--- src/rtl/tpec_pkg.sv ---
// package for the transactional performance event counting block
package tpec_pkg;
	localparam int NUM_CNT = 4;
	localparam int CNT_W = 32;
	localparam int ACC_W = 32;
	localparam logic [31:0] ACC_MAX = 32'hFFFFFFFF;

	// event selections
	typedef enum logic [3:0] {
		EV_NONE, EV_TXN_FAILED, EV_COMMITTED_INSTR, EV_COMMITTED_CYCLES,
		EV_FAIL_CANCEL, EV_FAIL_ERROR, EV_FAIL_IMPL, EV_FAIL_CONFLICT,
		EV_FAIL_DEPTH, EV_FAIL_CAPACITY, EV_FAIL_REMOTE_INVAL,
		EV_FAIL_WSET_EVICT
	} tpec_event_t;

	// failure cause codes
	typedef enum logic [2:0] {
		CAUSE_CANCEL, CAUSE_ERROR, CAUSE_IMPL, CAUSE_CONFLICT,
		CAUSE_DEPTH, CAUSE_CAPACITY, CAUSE_OTHER
	} tpec_cause_t;

	// per-cycle pipeline report
	typedef struct packed {
		logic        in_txn;
		logic        thread_active;
		logic        clock_halted;
		logic [1:0]  retired;
		logic        commit;
		logic        fail;
		tpec_cause_t cause;
		logic        remote_inval;
		logic        wset_evict;
	} tpec_pipe_t;

	// AXI4-Lite register map
	localparam logic [7:0] REG_CTRL     = 8'h00;
	localparam logic [7:0] REG_OVF      = 8'h04;
	localparam logic [7:0] REG_IRQ_EN   = 8'h08;
	localparam logic [7:0] REG_CFG_BASE = 8'h10;
	localparam logic [7:0] REG_CNT_BASE = 8'h20;
	localparam logic [1:0] RESP_OKAY    = 2'h0;
	localparam logic [1:0] RESP_SLVERR  = 2'h2;
	localparam int CFG_FILT_BIT = 4;
endpackage : tpec_pkg

--- src/rtl/tpec_top.sv ---
// transactional performance event counters with AXI4-Lite registers
//
// The register addresses and the AXI4-Lite slave port are this design's own decisions.
`timescale 1ns/1ps
`default_nettype none
// Operation
// - failed-transaction event counts every failed or cancelled transaction.
// - filter bit set: failure events still count, since failure ends a transaction.
// - committed-instructions counts retirements in transactions that commit.
// - per-transaction increment saturates at two to the 32 minus one.
// - commit-dependent counts accumulate separately, added only on commit.
// - committed-cycles counts each transactional cycle of committing transactions.
// - committed-cycles stops while the clock is halted by wait instructions.
// - committed-cycles counts only cycles with this thread active.
// - cancel-cause counter counts cancellation failures.
// - error-cause counter counts error failures.
// - implementation-cause counter counts implementation-specific failures.
// - conflict counter counts memory-conflict failures.
// - depth counter counts nesting-limit failures.
// - capacity counter counts every size-cause failure.
// - remote-invalidation counter counts implementation failures from remote invalidation.
// - write-set eviction counter counts size failures from write-set eviction.
// - other events overflow in transactions exactly as outside them.
// - commit-dependent counters leave overflow unset when a transaction fails.
// - commit-dependent counters raise no overflow interrupt inside a transaction.
// - deferred: status and interrupt only when the commit update overflows.
// - filter bit set: counting is unchanged; the bit is only stored and read back.
module tpec_top
	import tpec_pkg::*;
#(
	parameter int N = NUM_CNT
) (
	// clock and reset
	input  wire logic             CLOCK_IN,
	input  wire logic             RESET_N_IN,
	// pipeline report
	input  var  tpec_pkg::tpec_pipe_t PIPE_IN,
	// axi4-lite write
	input  wire logic [7:0]       AWADDR_IN,
	input  wire logic             AWVALID_IN,
	output logic                  AWREADY_OUT,
	input  wire logic [31:0]      WDATA_IN,
	input  wire logic [3:0]       WSTRB_IN,
	input  wire logic             WVALID_IN,
	output logic                  WREADY_OUT,
	output logic [1:0]            BRESP_OUT,
	output logic                  BVALID_OUT,
	input  wire logic             BREADY_IN,
	// axi4-lite read
	input  wire logic [7:0]       ARADDR_IN,
	input  wire logic             ARVALID_IN,
	output logic                  ARREADY_OUT,
	output logic [31:0]           RDATA_OUT,
	output logic [1:0]            RRESP_OUT,
	output logic                  RVALID_OUT,
	input  wire logic             RREADY_IN,
	// overflow interrupt request
	output logic                  OVF_IRQ_OUT
);
	import tpec_pkg::*;

	logic              en_q, en_d;
	logic [N-1:0]      ovf_q, ovf_d;
	logic [N-1:0]      irq_en_q, irq_en_d;
	logic [N-1:0]      filt_q, filt_d;
	tpec_event_t       sel_q [N];
	tpec_event_t       sel_d [N];
	logic [CNT_W-1:0]  cnt_q [N];
	logic [CNT_W-1:0]  cnt_d [N];
	logic [ACC_W-1:0]  acc_q [N];
	logic [ACC_W-1:0]  acc_d [N];
	logic              irq_q, irq_d;
	tpec_pipe_t        p;

	logic              aw_ok_q, aw_ok_d, w_ok_q, w_ok_d;
	logic [7:0]        awa_q, awa_d;
	logic [31:0]       wd_q, wd_d;
	logic [3:0]        ws_q, ws_d;
	logic              bv_q, bv_d, rv_q, rv_d;
	logic [1:0]        br_q, br_d, rr_q, rr_d;
	logic [31:0]       rd_q, rd_d;
	// ready outputs kept in their own flops
	logic              aw_rdy_q, aw_rdy_d;
	logic              w_rdy_q, w_rdy_d;
	logic              ar_rdy_q, ar_rdy_d;

	// event selected and eligible this cycle
	function automatic logic fail_hit(tpec_event_t s, tpec_pipe_t r);
		logic h;
		h = 1'b0;
		if (r.fail) begin
			unique case (s)
				EV_TXN_FAILED:        h = 1'b1;
				EV_FAIL_CANCEL:       h = r.cause == CAUSE_CANCEL;
				EV_FAIL_ERROR:        h = r.cause == CAUSE_ERROR;
				EV_FAIL_IMPL:         h = r.cause == CAUSE_IMPL;
				EV_FAIL_CONFLICT:     h = r.cause == CAUSE_CONFLICT;
				EV_FAIL_DEPTH:        h = r.cause == CAUSE_DEPTH;
				EV_FAIL_CAPACITY:     h = r.cause == CAUSE_CAPACITY;
				EV_FAIL_REMOTE_INVAL: h = r.cause == CAUSE_IMPL && r.remote_inval;
				EV_FAIL_WSET_EVICT:   h = r.cause == CAUSE_CAPACITY && r.wset_evict;
				default:              h = 1'b0;
			endcase
		end
		return h;
	endfunction : fail_hit

	// register index decode
	function automatic logic [7:0] reg_idx(logic [7:0] a, logic [7:0] base);
		return (a - base) >> 2;
	endfunction : reg_idx

	assign p = PIPE_IN;

	// counting datapath
	always_comb begin
		logic [ACC_W:0] sum;
		logic [CNT_W:0] tot;
		logic [1:0]     inc;
		sum = '0;
		tot = '0;
		inc = '0;
		ovf_d = ovf_q;
		irq_d = irq_q;
		// software clear first, so a hardware set in the same cycle wins
		if (aw_ok_q && w_ok_q && !bv_q && awa_q == REG_OVF && ws_q[0])
			ovf_d = ovf_q & ~wd_q[N-1:0];
		for (int i = 0; i < N; i++) begin
			cnt_d[i] = cnt_q[i];
			acc_d[i] = acc_q[i];
			if (en_q && (sel_q[i] == EV_COMMITTED_INSTR ||
			    sel_q[i] == EV_COMMITTED_CYCLES)) begin
				inc = '0;
				if (p.in_txn && sel_q[i] == EV_COMMITTED_INSTR)
					inc = p.retired;
				if (p.in_txn && sel_q[i] == EV_COMMITTED_CYCLES &&
				    p.thread_active && !p.clock_halted)
					inc = 2'h1;
				sum = {1'b0, acc_q[i]} + {{(ACC_W-1){1'b0}}, inc};
				if (sum[ACC_W])
					sum = {1'b0, ACC_MAX};
				if (p.commit) begin
					tot = {1'b0, cnt_q[i]} + {1'b0, sum[ACC_W-1:0]};
					cnt_d[i] = tot[CNT_W-1:0];
					acc_d[i] = '0;
					if (tot[CNT_W]) begin
						ovf_d[i] = 1'b1;
						if (irq_en_q[i])
							irq_d = 1'b1;
					end
				end else if (p.fail) begin
					acc_d[i] = '0;
				end else begin
					acc_d[i] = sum[ACC_W-1:0];
				end
			end else if (en_q && sel_q[i] != EV_NONE) begin
				// failure events ignore the filter, as failure leaves the state
				if (fail_hit(sel_q[i], p)) begin
					tot = {1'b0, cnt_q[i]} + 33'h000000001;
					cnt_d[i] = tot[CNT_W-1:0];
					if (tot[CNT_W]) begin
						ovf_d[i] = 1'b1;
						if (irq_en_q[i])
							irq_d = 1'b1;
					end
				end
			end
		end
		if (!(|(ovf_d & irq_en_q)))
			irq_d = 1'b0;
		// software writes
		if (aw_ok_q && w_ok_q && !bv_q) begin
			for (int i = 0; i < N; i++) begin
				if (awa_q == REG_CNT_BASE + 8'(4 * i) && &ws_q) begin
					cnt_d[i] = wd_q;
					acc_d[i] = '0;
				end
			end
		end
	end

	// configuration writes and bus handshake
	always_comb begin
		logic [7:0] k;
		en_d = en_q;
		irq_en_d = irq_en_q;
		filt_d = filt_q;
		sel_d = sel_q;
		aw_ok_d = aw_ok_q;
		w_ok_d = w_ok_q;
		awa_d = awa_q;
		wd_d = wd_q;
		ws_d = ws_q;
		bv_d = bv_q;
		br_d = br_q;
		rv_d = rv_q;
		rr_d = rr_q;
		rd_d = rd_q;
		k = '0;
		if (AWVALID_IN && !aw_ok_q) begin
			aw_ok_d = 1'b1;
			awa_d = {AWADDR_IN[7:2], 2'h0};
		end
		if (WVALID_IN && !w_ok_q) begin
			w_ok_d = 1'b1;
			wd_d = WDATA_IN;
			ws_d = WSTRB_IN;
		end
		if (aw_ok_q && w_ok_q && !bv_q) begin
			bv_d = 1'b1;
			br_d = RESP_SLVERR;
			k = reg_idx(awa_q, REG_CFG_BASE);
			if (awa_q == REG_CTRL || awa_q == REG_OVF ||
			    awa_q == REG_IRQ_EN)
				br_d = RESP_OKAY;
			if (awa_q == REG_CTRL && ws_q[0])
				en_d = wd_q[0];
			if (awa_q == REG_IRQ_EN && ws_q[0])
				irq_en_d = wd_q[N-1:0];
			if (awa_q >= REG_CFG_BASE && k < 8'(N)) begin
				br_d = RESP_OKAY;
				if (ws_q[0]) begin
					sel_d[k[1:0]] = tpec_event_t'(wd_q[3:0]);
					filt_d[k[1:0]] = wd_q[CFG_FILT_BIT];
				end
			end
			k = reg_idx(awa_q, REG_CNT_BASE);
			if (awa_q >= REG_CNT_BASE && k < 8'(N))
				br_d = RESP_OKAY;
		end
		if (bv_q && BREADY_IN) begin
			bv_d = 1'b0;
			aw_ok_d = 1'b0;
			w_ok_d = 1'b0;
		end
		if (ARVALID_IN && !rv_q) begin
			rv_d = 1'b1;
			rr_d = RESP_OKAY;
			rd_d = '0;
			k = reg_idx({ARADDR_IN[7:2], 2'h0}, REG_CFG_BASE);
			if ({ARADDR_IN[7:2], 2'h0} == REG_CTRL)
				rd_d = {31'h0, en_q};
			else if ({ARADDR_IN[7:2], 2'h0} == REG_OVF)
				rd_d[N-1:0] = ovf_q;
			else if ({ARADDR_IN[7:2], 2'h0} == REG_IRQ_EN)
				rd_d[N-1:0] = irq_en_q;
			else if (ARADDR_IN >= REG_CFG_BASE && k < 8'(N))
				rd_d = {27'h0, filt_q[k[1:0]], sel_q[k[1:0]]};
			else begin
				k = reg_idx({ARADDR_IN[7:2], 2'h0}, REG_CNT_BASE);
				if (ARADDR_IN >= REG_CNT_BASE && k < 8'(N))
					rd_d = cnt_q[k[1:0]];
				else
					rr_d = RESP_SLVERR;
			end
		end else if (rv_q && RREADY_IN) begin
			rv_d = 1'b0;
		end
		// readies follow the capture state of the next cycle
		aw_rdy_d = !aw_ok_d;
		w_rdy_d  = !w_ok_d;
		ar_rdy_d = !rv_d;
	end

	always_ff @(posedge CLOCK_IN) begin
		if (!RESET_N_IN) begin
			en_q <= 1'b0;
			ovf_q <= '0;
			irq_en_q <= '0;
			filt_q <= '0;
			irq_q <= 1'b0;
			aw_ok_q <= 1'b0;
			w_ok_q <= 1'b0;
			awa_q <= '0;
			wd_q <= '0;
			ws_q <= '0;
			bv_q <= 1'b0;
			br_q <= RESP_OKAY;
			rv_q <= 1'b0;
			rr_q <= RESP_OKAY;
			rd_q <= '0;
			aw_rdy_q <= 1'b1;
			w_rdy_q <= 1'b1;
			ar_rdy_q <= 1'b1;
			for (int i = 0; i < N; i++) begin
				sel_q[i] <= EV_NONE;
				cnt_q[i] <= '0;
				acc_q[i] <= '0;
			end
		end else begin
			en_q <= en_d;
			ovf_q <= ovf_d;
			irq_en_q <= irq_en_d;
			filt_q <= filt_d;
			irq_q <= irq_d;
			aw_ok_q <= aw_ok_d;
			w_ok_q <= w_ok_d;
			awa_q <= awa_d;
			wd_q <= wd_d;
			ws_q <= ws_d;
			bv_q <= bv_d;
			br_q <= br_d;
			rv_q <= rv_d;
			rr_q <= rr_d;
			rd_q <= rd_d;
			aw_rdy_q <= aw_rdy_d;
			w_rdy_q <= w_rdy_d;
			ar_rdy_q <= ar_rdy_d;
			sel_q <= sel_d;
			cnt_q <= cnt_d;
			acc_q <= acc_d;
		end
	end

	always_comb begin
		AWREADY_OUT = aw_rdy_q;
		WREADY_OUT  = w_rdy_q;
		BVALID_OUT  = bv_q;
		BRESP_OUT   = br_q;
		ARREADY_OUT = ar_rdy_q;
		RVALID_OUT  = rv_q;
		RRESP_OUT   = rr_q;
		RDATA_OUT   = rd_q;
		OVF_IRQ_OUT = irq_q;
	end
endmodule : tpec_top
`default_nettype wire

--- config.mk ---
export PLATFORM = sky130hd
export DESIGN_NAME = tpec_top
export DESIGN_NICKNAME = d
export VERILOG_FILES = /design/src/rtl/tpec_pkg.sv /design/src/rtl/tpec_top.sv
export SDC_FILE = /design/constraint.sdc
export NUM_CORES = 2
export LEC_CHECK = 0
export ABC_AREA = 1
export BUFFER_PORTS_ARGS = -buffer_cell sky130_fd_sc_hd__buf_2
export CORE_MARGIN = 2
export CORE_UTILIZATION = 30
export DETAILED_ROUTE_END_ITERATION = 10
export PLACE_DENSITY_LB_ADDON = 0.15
export SLEW_MARGIN = 10
export SYNTH_ARGS = -nofsm -noshare
export SYNTH_HDL_FRONTEND = slang
export SYNTH_SLANG_ARGS = --single-unit
--- constraint.sdc ---
create_clock -name CLOCK_IN -period 5.48 [get_ports CLOCK_IN]
set_input_delay 0.548 -clock CLOCK_IN [delete_from_list [all_inputs] [get_ports CLOCK_IN]]
set_output_delay 0.548 -clock CLOCK_IN [all_outputs]
set_load 0.02 [all_outputs]
# Yosys cells after proc, flatten, opt, wreduce, memory -nomap -nowiden
# Index checks and enable logic that the tools add are counted.
# totals
regBits	371
wordCells	362
# op_classes
magnitude_cmp	15
bitwise	7
n_eq_ne	57
muxes	162
add_sub_neg	16
reduce_logical	75
# ops
cell	count
$mux W32	49
$mux W128	2
$add A32 B1 Y33 const B	4
$add A32 B2 Y33	4
$add A32 B32 Y33	4
$mux W1	72
$bmux W32 S2	1
$eq A4 B3 Y1 const B	16
$eq A4 B4 Y1 const B	16
$mux W28	2
$logic_and A1 B1 Y1	47
$mux W2	20
$pmux W1 S9	4
$eq A4 B2 Y1 const B	8
$eq A6 B4 Y1 const B	4
$lt A6 B3 Y1 const B	4
$mux W4	6
$bwmux W16	1
$eq A4 B1 Y1 const B	4
$ge A8 B5 Y1 const B	2
$ge A8 B6 Y1 const B	2
$reduce_bool A4 Y1	4
$sub A8 B5 Y8 const B	2
$sub A8 B6 Y8 const B	2
28 further kinds	52

# Depth between registers and ports, before layout
# logic_depth
ltp_word	28
ltp_mapped	35
depth_no_buf	35

# Worst setup path before layout
# OpenSTA, ideal clock, no wires.
# synth_timing
kind	input-to-reg
startpoint	input PIPE_IN[10] (netlist name)
endpoint	register cnt_q[126] (netlist name)
t_arrival_ns	4.375
cell_stages	33
setup_time_ns	0.070
t_required_ns	5.410
path_slack_ns	1.035
path_cell_list	nand2_1 -> nor2_1 -> nand3_1 -> o21ai_0 -> ha_1 -> inv_1 -> fa_1 -> inv_1 -> nand2_1 -> nor3_4 -> nand3_1 -> nor3_2 -> nand2_1 -> buf_2 -> nand2_1 -> ha_1 -> inv_1 -> fa_1 -> inv_1 -> nand2_1 -> o21ai_0 -> nand2_1 -> nand2_1 -> nand2_1 -> nand2_1 -> nand2_1 -> nand2_1 -> nand2_1 -> nand2_1 -> nand2_1 -> nand3_1 -> nand2_1 -> a21oi_1
# synth_via
elab_chain_len	12
# synth_rtl
element	line_no	text
start, declared	tpec_top.sv:37	input var tpec_pkg::tpec_pipe_t PIPE_IN,
$logic_and A1 B1 Y1 (*)	tpec_top.sv:136	if (p.in_txn && sel_q[i] == EV_COMMITTED_CYCLES &&
$logic_and A1 B1 Y1 (*)	tpec_top.sv:137	p.thread_active && !p.clock_halted)
$mux W2 (*)	tpec_top.sv:136	
$mux W2 (*)	tpec_top.sv:131	if (en_q && (sel_q[i] == EV_COMMITTED_INSTR ||
$add A32 B2 Y33 (*)	tpec_top.sv:139	sum = {1'b0, acc_q[i]} + {{(ACC_W-1){1'b0}}, inc};
$mux W32 (*)	tpec_top.sv:140	if (sum[ACC_W])
$mux W32 (*)	tpec_top.sv:131	
$add A32 B32 Y33 (*)	tpec_top.sv:143	tot = {1'b0, cnt_q[i]} + {1'b0, sum[ACC_W-1:0]};
$mux W32 (*)	tpec_top.sv:142	if (p.commit) begin
$mux W32 (*)	tpec_top.sv:131	
$mux W32	tpec_top.sv:174	if (awa_q == REG_CNT_BASE + 8'(4 * i) && &ws_q) begin
$mux W128 (*)	tpec_top.sv:172	if (aw_ok_q && w_ok_q && !bv_q) begin
end signal, assigned	tpec_top.sv:310	cnt_q <= cnt_d;
end, declared	tpec_top.sv:68	logic [CNT_W-1:0] cnt_q [N];
# Mark *: on every way between the ends. The rest lies on a longest branch, timed or not. The select of a mux whose other input is x is not followed.
# A chain may end at the register's enable or synchronous reset.

# Final worst setup path
# layout_timing
startpoint	register sel_q[11] (netlist name)
endpoint	register cnt_q[94] (netlist name)
# layout_via
elab_chain_len	14
elab_cells_between_ends	36
cone_classes	add/sub: 2; eq/ne: 11; mux: 15; reduce/logical: 8
# layout_rtl
element	line_no	text
start, declared	tpec_top.sv:66	tpec_event_t sel_q [N];
start signal, assigned	tpec_top.sv:309	sel_q <= sel_d;
$eq A4 B2 Y1	tpec_top.sv:132, tpec_top.sv:136	
$logic_and A1 B1 Y1 (2 in series)	tpec_top.sv:136	
$logic_and A1 B1 Y1	tpec_top.sv:137	
$mux W2	tpec_top.sv:136	
$mux W2	tpec_top.sv:131	
$add A32 B2 Y33	tpec_top.sv:139	
$mux W32	tpec_top.sv:140	
$mux W32	tpec_top.sv:131	
$add A32 B32 Y33	tpec_top.sv:143	
$mux W32	tpec_top.sv:142	
$mux W32 (*)	tpec_top.sv:131	
$mux W32	tpec_top.sv:174	
$mux W128 (*)	tpec_top.sv:172	
# Marks and branches as above.

==> flow_summary.yaml <==
yosys:
  synthCells: 5637
  yosys-top-cells-count: "nand2_1, inv_1, nor2_1, a21oi_1, nand3_1"
  synth_edf_count: 0
  yosys.area.top_type: "dfxtp_1"
  syn_area_um2: 32900
  netlist-cell-type-count: 65
  yosys-top-cells-area: "dfxtp_1, nand2_1, a21oi_1, nand3_1, inv_1"
  yosysWarnings: 0
  synth-seq-area-share_pct: 22.4
  ys_ff_latch: 369
  postSynth.asyncResetShare_pct: 0
  yosysMostFrequentCell: "nand2_1"
  synthFlopType: "dfxtp_1"
  synth_area_per_cell_um2: 5.84
  synthDominantCellAreaShare_pct: 22.4
setup_path:
  cp-startpoint: "sel_q[11]"
  rrSetupSlack_ns: 0.37
  path_max_fanout: 16
  cp_slowest_cell: "fa_1"
  reg2reg_to: "cnt_q[94]"
  crit_arrival_ns: 5.65
  startpoint_type: "flip-flop"
  worstReg2RegStart: "sel_q[11]"
  worstPathRequired_ns: 6.02
  cpMostUsedCell: "inv_1"
  end_kind: "flip-flop"
  path_class: "flip-flop to flip-flop"
  reg2reg_depth: 31
  max_stage_delay_ns: 0.45
  crit_path_end: "cnt_q[94]"
routing:
  drcViolationCount: 0
  first_pass_iters: 6
  vias_per_cell: 5.26
  wl_um: 149000
  wl_per_cell_um: 20.4
  drt_iter0_markers: 4064
  dr_total_vias: 38458
  drtAntennaViolNets: 0
place:
  io_buffers: 106
  dp_hpwl_um: 114000
  gp_congestion: 0.982
  placed_area_um2: 36400
die:
  dieArea_um2: 112000
  fp.dieW_um: 335
  core_um2: 109000
  rows: 121
  initial_utilization_pct: 30.3
  pin_count: 113
  die_y_um: 335
global_route:
  grt_max_degree: 113
  antenna_found_initial: 7
  grt_pass1_wl_um: 222000
  grt_pass1_vias: 35247
  grt_use_total_pct: 25.8
  overflow: 0
cells_and_area:
  syn_to_final_growth_pct: 16.1
  nets: 6087
  final_layout_size_suffix_gt1_share_pct: 10.2
  fin_area_um2: 38200
  fillerInstances: 12152
  final_core_util_pct: 35.1
cts:
  ctsHoldBuffers: 0
  htreeDepth: 2
  clkSlewWorstSetupHoldPaths_ns: 0.07
  post_cts_buffers: 0
  cts_tree: "done"
  clk_latency_ns: 0.65
  numCtsBuffers: 51
  clock-sinks: 369
  root_buffer: "clkbuf_16"
  cts_buffer_depth: 3
status:
  status: "finished, final reports clean"
pwr:
  irDropWorstVdd_v: 0.000216
  p_per_area_nw_per_um2: 180
  p_leak_nw: 16.2
sta:
  skew_ns: 0.0184
  finalSetupViolCount: 0
  rsz0062_at_grt: "false"
  fin_tns_setup_ns: 0
  hold_viol: 0
  min_period_ns: 5.11
  post-route-period-util_pct: 93.3
  fmax_mhz: 196
  tightest_slew_ns: 1.26
  relSlewSlack_pct: 16.2
  drv_slew: 0
run:
  cap_violations: 0
min_path:
  hold_start: "WDATA_IN[7]"
  min_path_type: "input port to flip-flop"
-- worst min path at each step --
| stage | to | slack, ns | depth (start not counted) |
|---|---|---|---|
| detailed placement | RDATA_OUT[9] | 0.45 | 2 |
| finish | wd_q[7] | 0.11 | 3 |
| floorplan | filt_q[1] | 0.42 | 2 |
| global route | wd_q[11] | 0.12 | 3 |
| CTS | wd_q[7] | 0.07 | 3 |
| global placement | RDATA_OUT[16] | 0.45 | 2 |
-- metal layers --
layer,part of all wire (%),GRT usage (%),vias up
met5,0,0,-
met4,3.2,7.37,0
met3,7.1,4.04,229
met2,44,40.9,1281
met1,46,35.9,17758
li1,-,-,19190
-- cells by family (layout without fill, tap and decap cells) --
kind of cell / count (synthesis) / after routing / share of synthesized area [%]
and+or+nand+nor: 2913 / 2913 / 38.0
AOI/OAI and AO/OA: 1227 / 1227 / 20.3
buffers and inverters: 858 / 1115 / 10.0
DFF: 369 / 369 / 22.4
adders and majority gates: 161 / 161 / 6.30
xor gates and xnor gates: 107 / 107 / 2.85
other: 1 / 5 / 0.0114
muxes: 1 / 1 / 0.0304
-- final cells by class --
type                       count  area, um^2  area share [%]
multi-input combinational   4411       22400            58.5
timing repair buffer         355        2430            6.36
inverter                     667        2510            6.56
clock buffer                  65        1420            3.72
tap                         1414        1770            4.63
clock inverter                28         337           0.881
antenna                        3        7.51          0.0196
sequential                   369        7390            19.3
-- where the power goes --
group,switching (W),total [W],internal (W)
combinational,0.000319,0.000417,0.0000984
sequential,0.000118,0.00283,0.00272
clock,0.00147,0.00363,0.00216
-- worst max-delay path: cells and delay by family (launching register included) --
family | cells | cell delay, ns
AOI/OAI and AO/OA | 5 | 0.77
DFF | 1 | 0.32
buffers and inverters | 10 | 1.22
and+or+nand+nor | 12 | 1.55
adders and majority gates | 4 | 1.12
-- cell usage in the layout (no fill, tap or decap), types with 104 or more instances in the layout --
cell and n:
a21oi_1 598, buf_4 249, nand3_1 487, o21ai_0 411, ha_1 150, inv_1 645
nand2_1 1420, dfxtp_1 369, nor3_1 107, buf_2 104, nor2_1 625
-- what timing repair did --
item | 4_1_cts | 5_1_grt
hold endpoints to repair | 0 | 0
resized for setup | 0 | 18
endpoints found under the setup margin | 0 | 30
-- state kept, by name (all words and copies together) (netlist names) --
signal	cells
acc_q	128
cnt_q	128
RDATA_OUT	32
wd_q	32
sel_q	16
awa_q	6
filt_q	4
irq_en_q	4
ovf_q	4
ws_q	4
ARREADY_OUT	1
AWREADY_OUT	1
BRESP_OUT	1
BVALID_OUT	1
OVF_IRQ_OUT	1
RRESP_OUT	1
RVALID_OUT	1
WREADY_OUT	1
aw_ok_q	1
en_q	1
w_ok_q	1
-- metrics by stage --
| stage | worst slack (ns) | cells | hold slack, ns | total power [W] |
|---|---|---|---|---|
| 5_1_grt | 0.0113 | 7309 | 0.120 | 0.00708 |
| 3_5_place_dp | 0.135 | 7216 | 0.454 | 0.00329 |
| 3_3_place_gp | 0.139 | 7216 | 0.453 | 0.00329 |
| 4_1_cts | 0.226 | 7309 | 0.0717 | 0.00695 |
| 6_report | 0.368 | 7312 | 0.111 | 0.00688 |
| 2_1_floorplan | 1.04 | 5638 | 0.424 | 0.00302 |
Note: power is estimated with default switching activity, not from simulation.
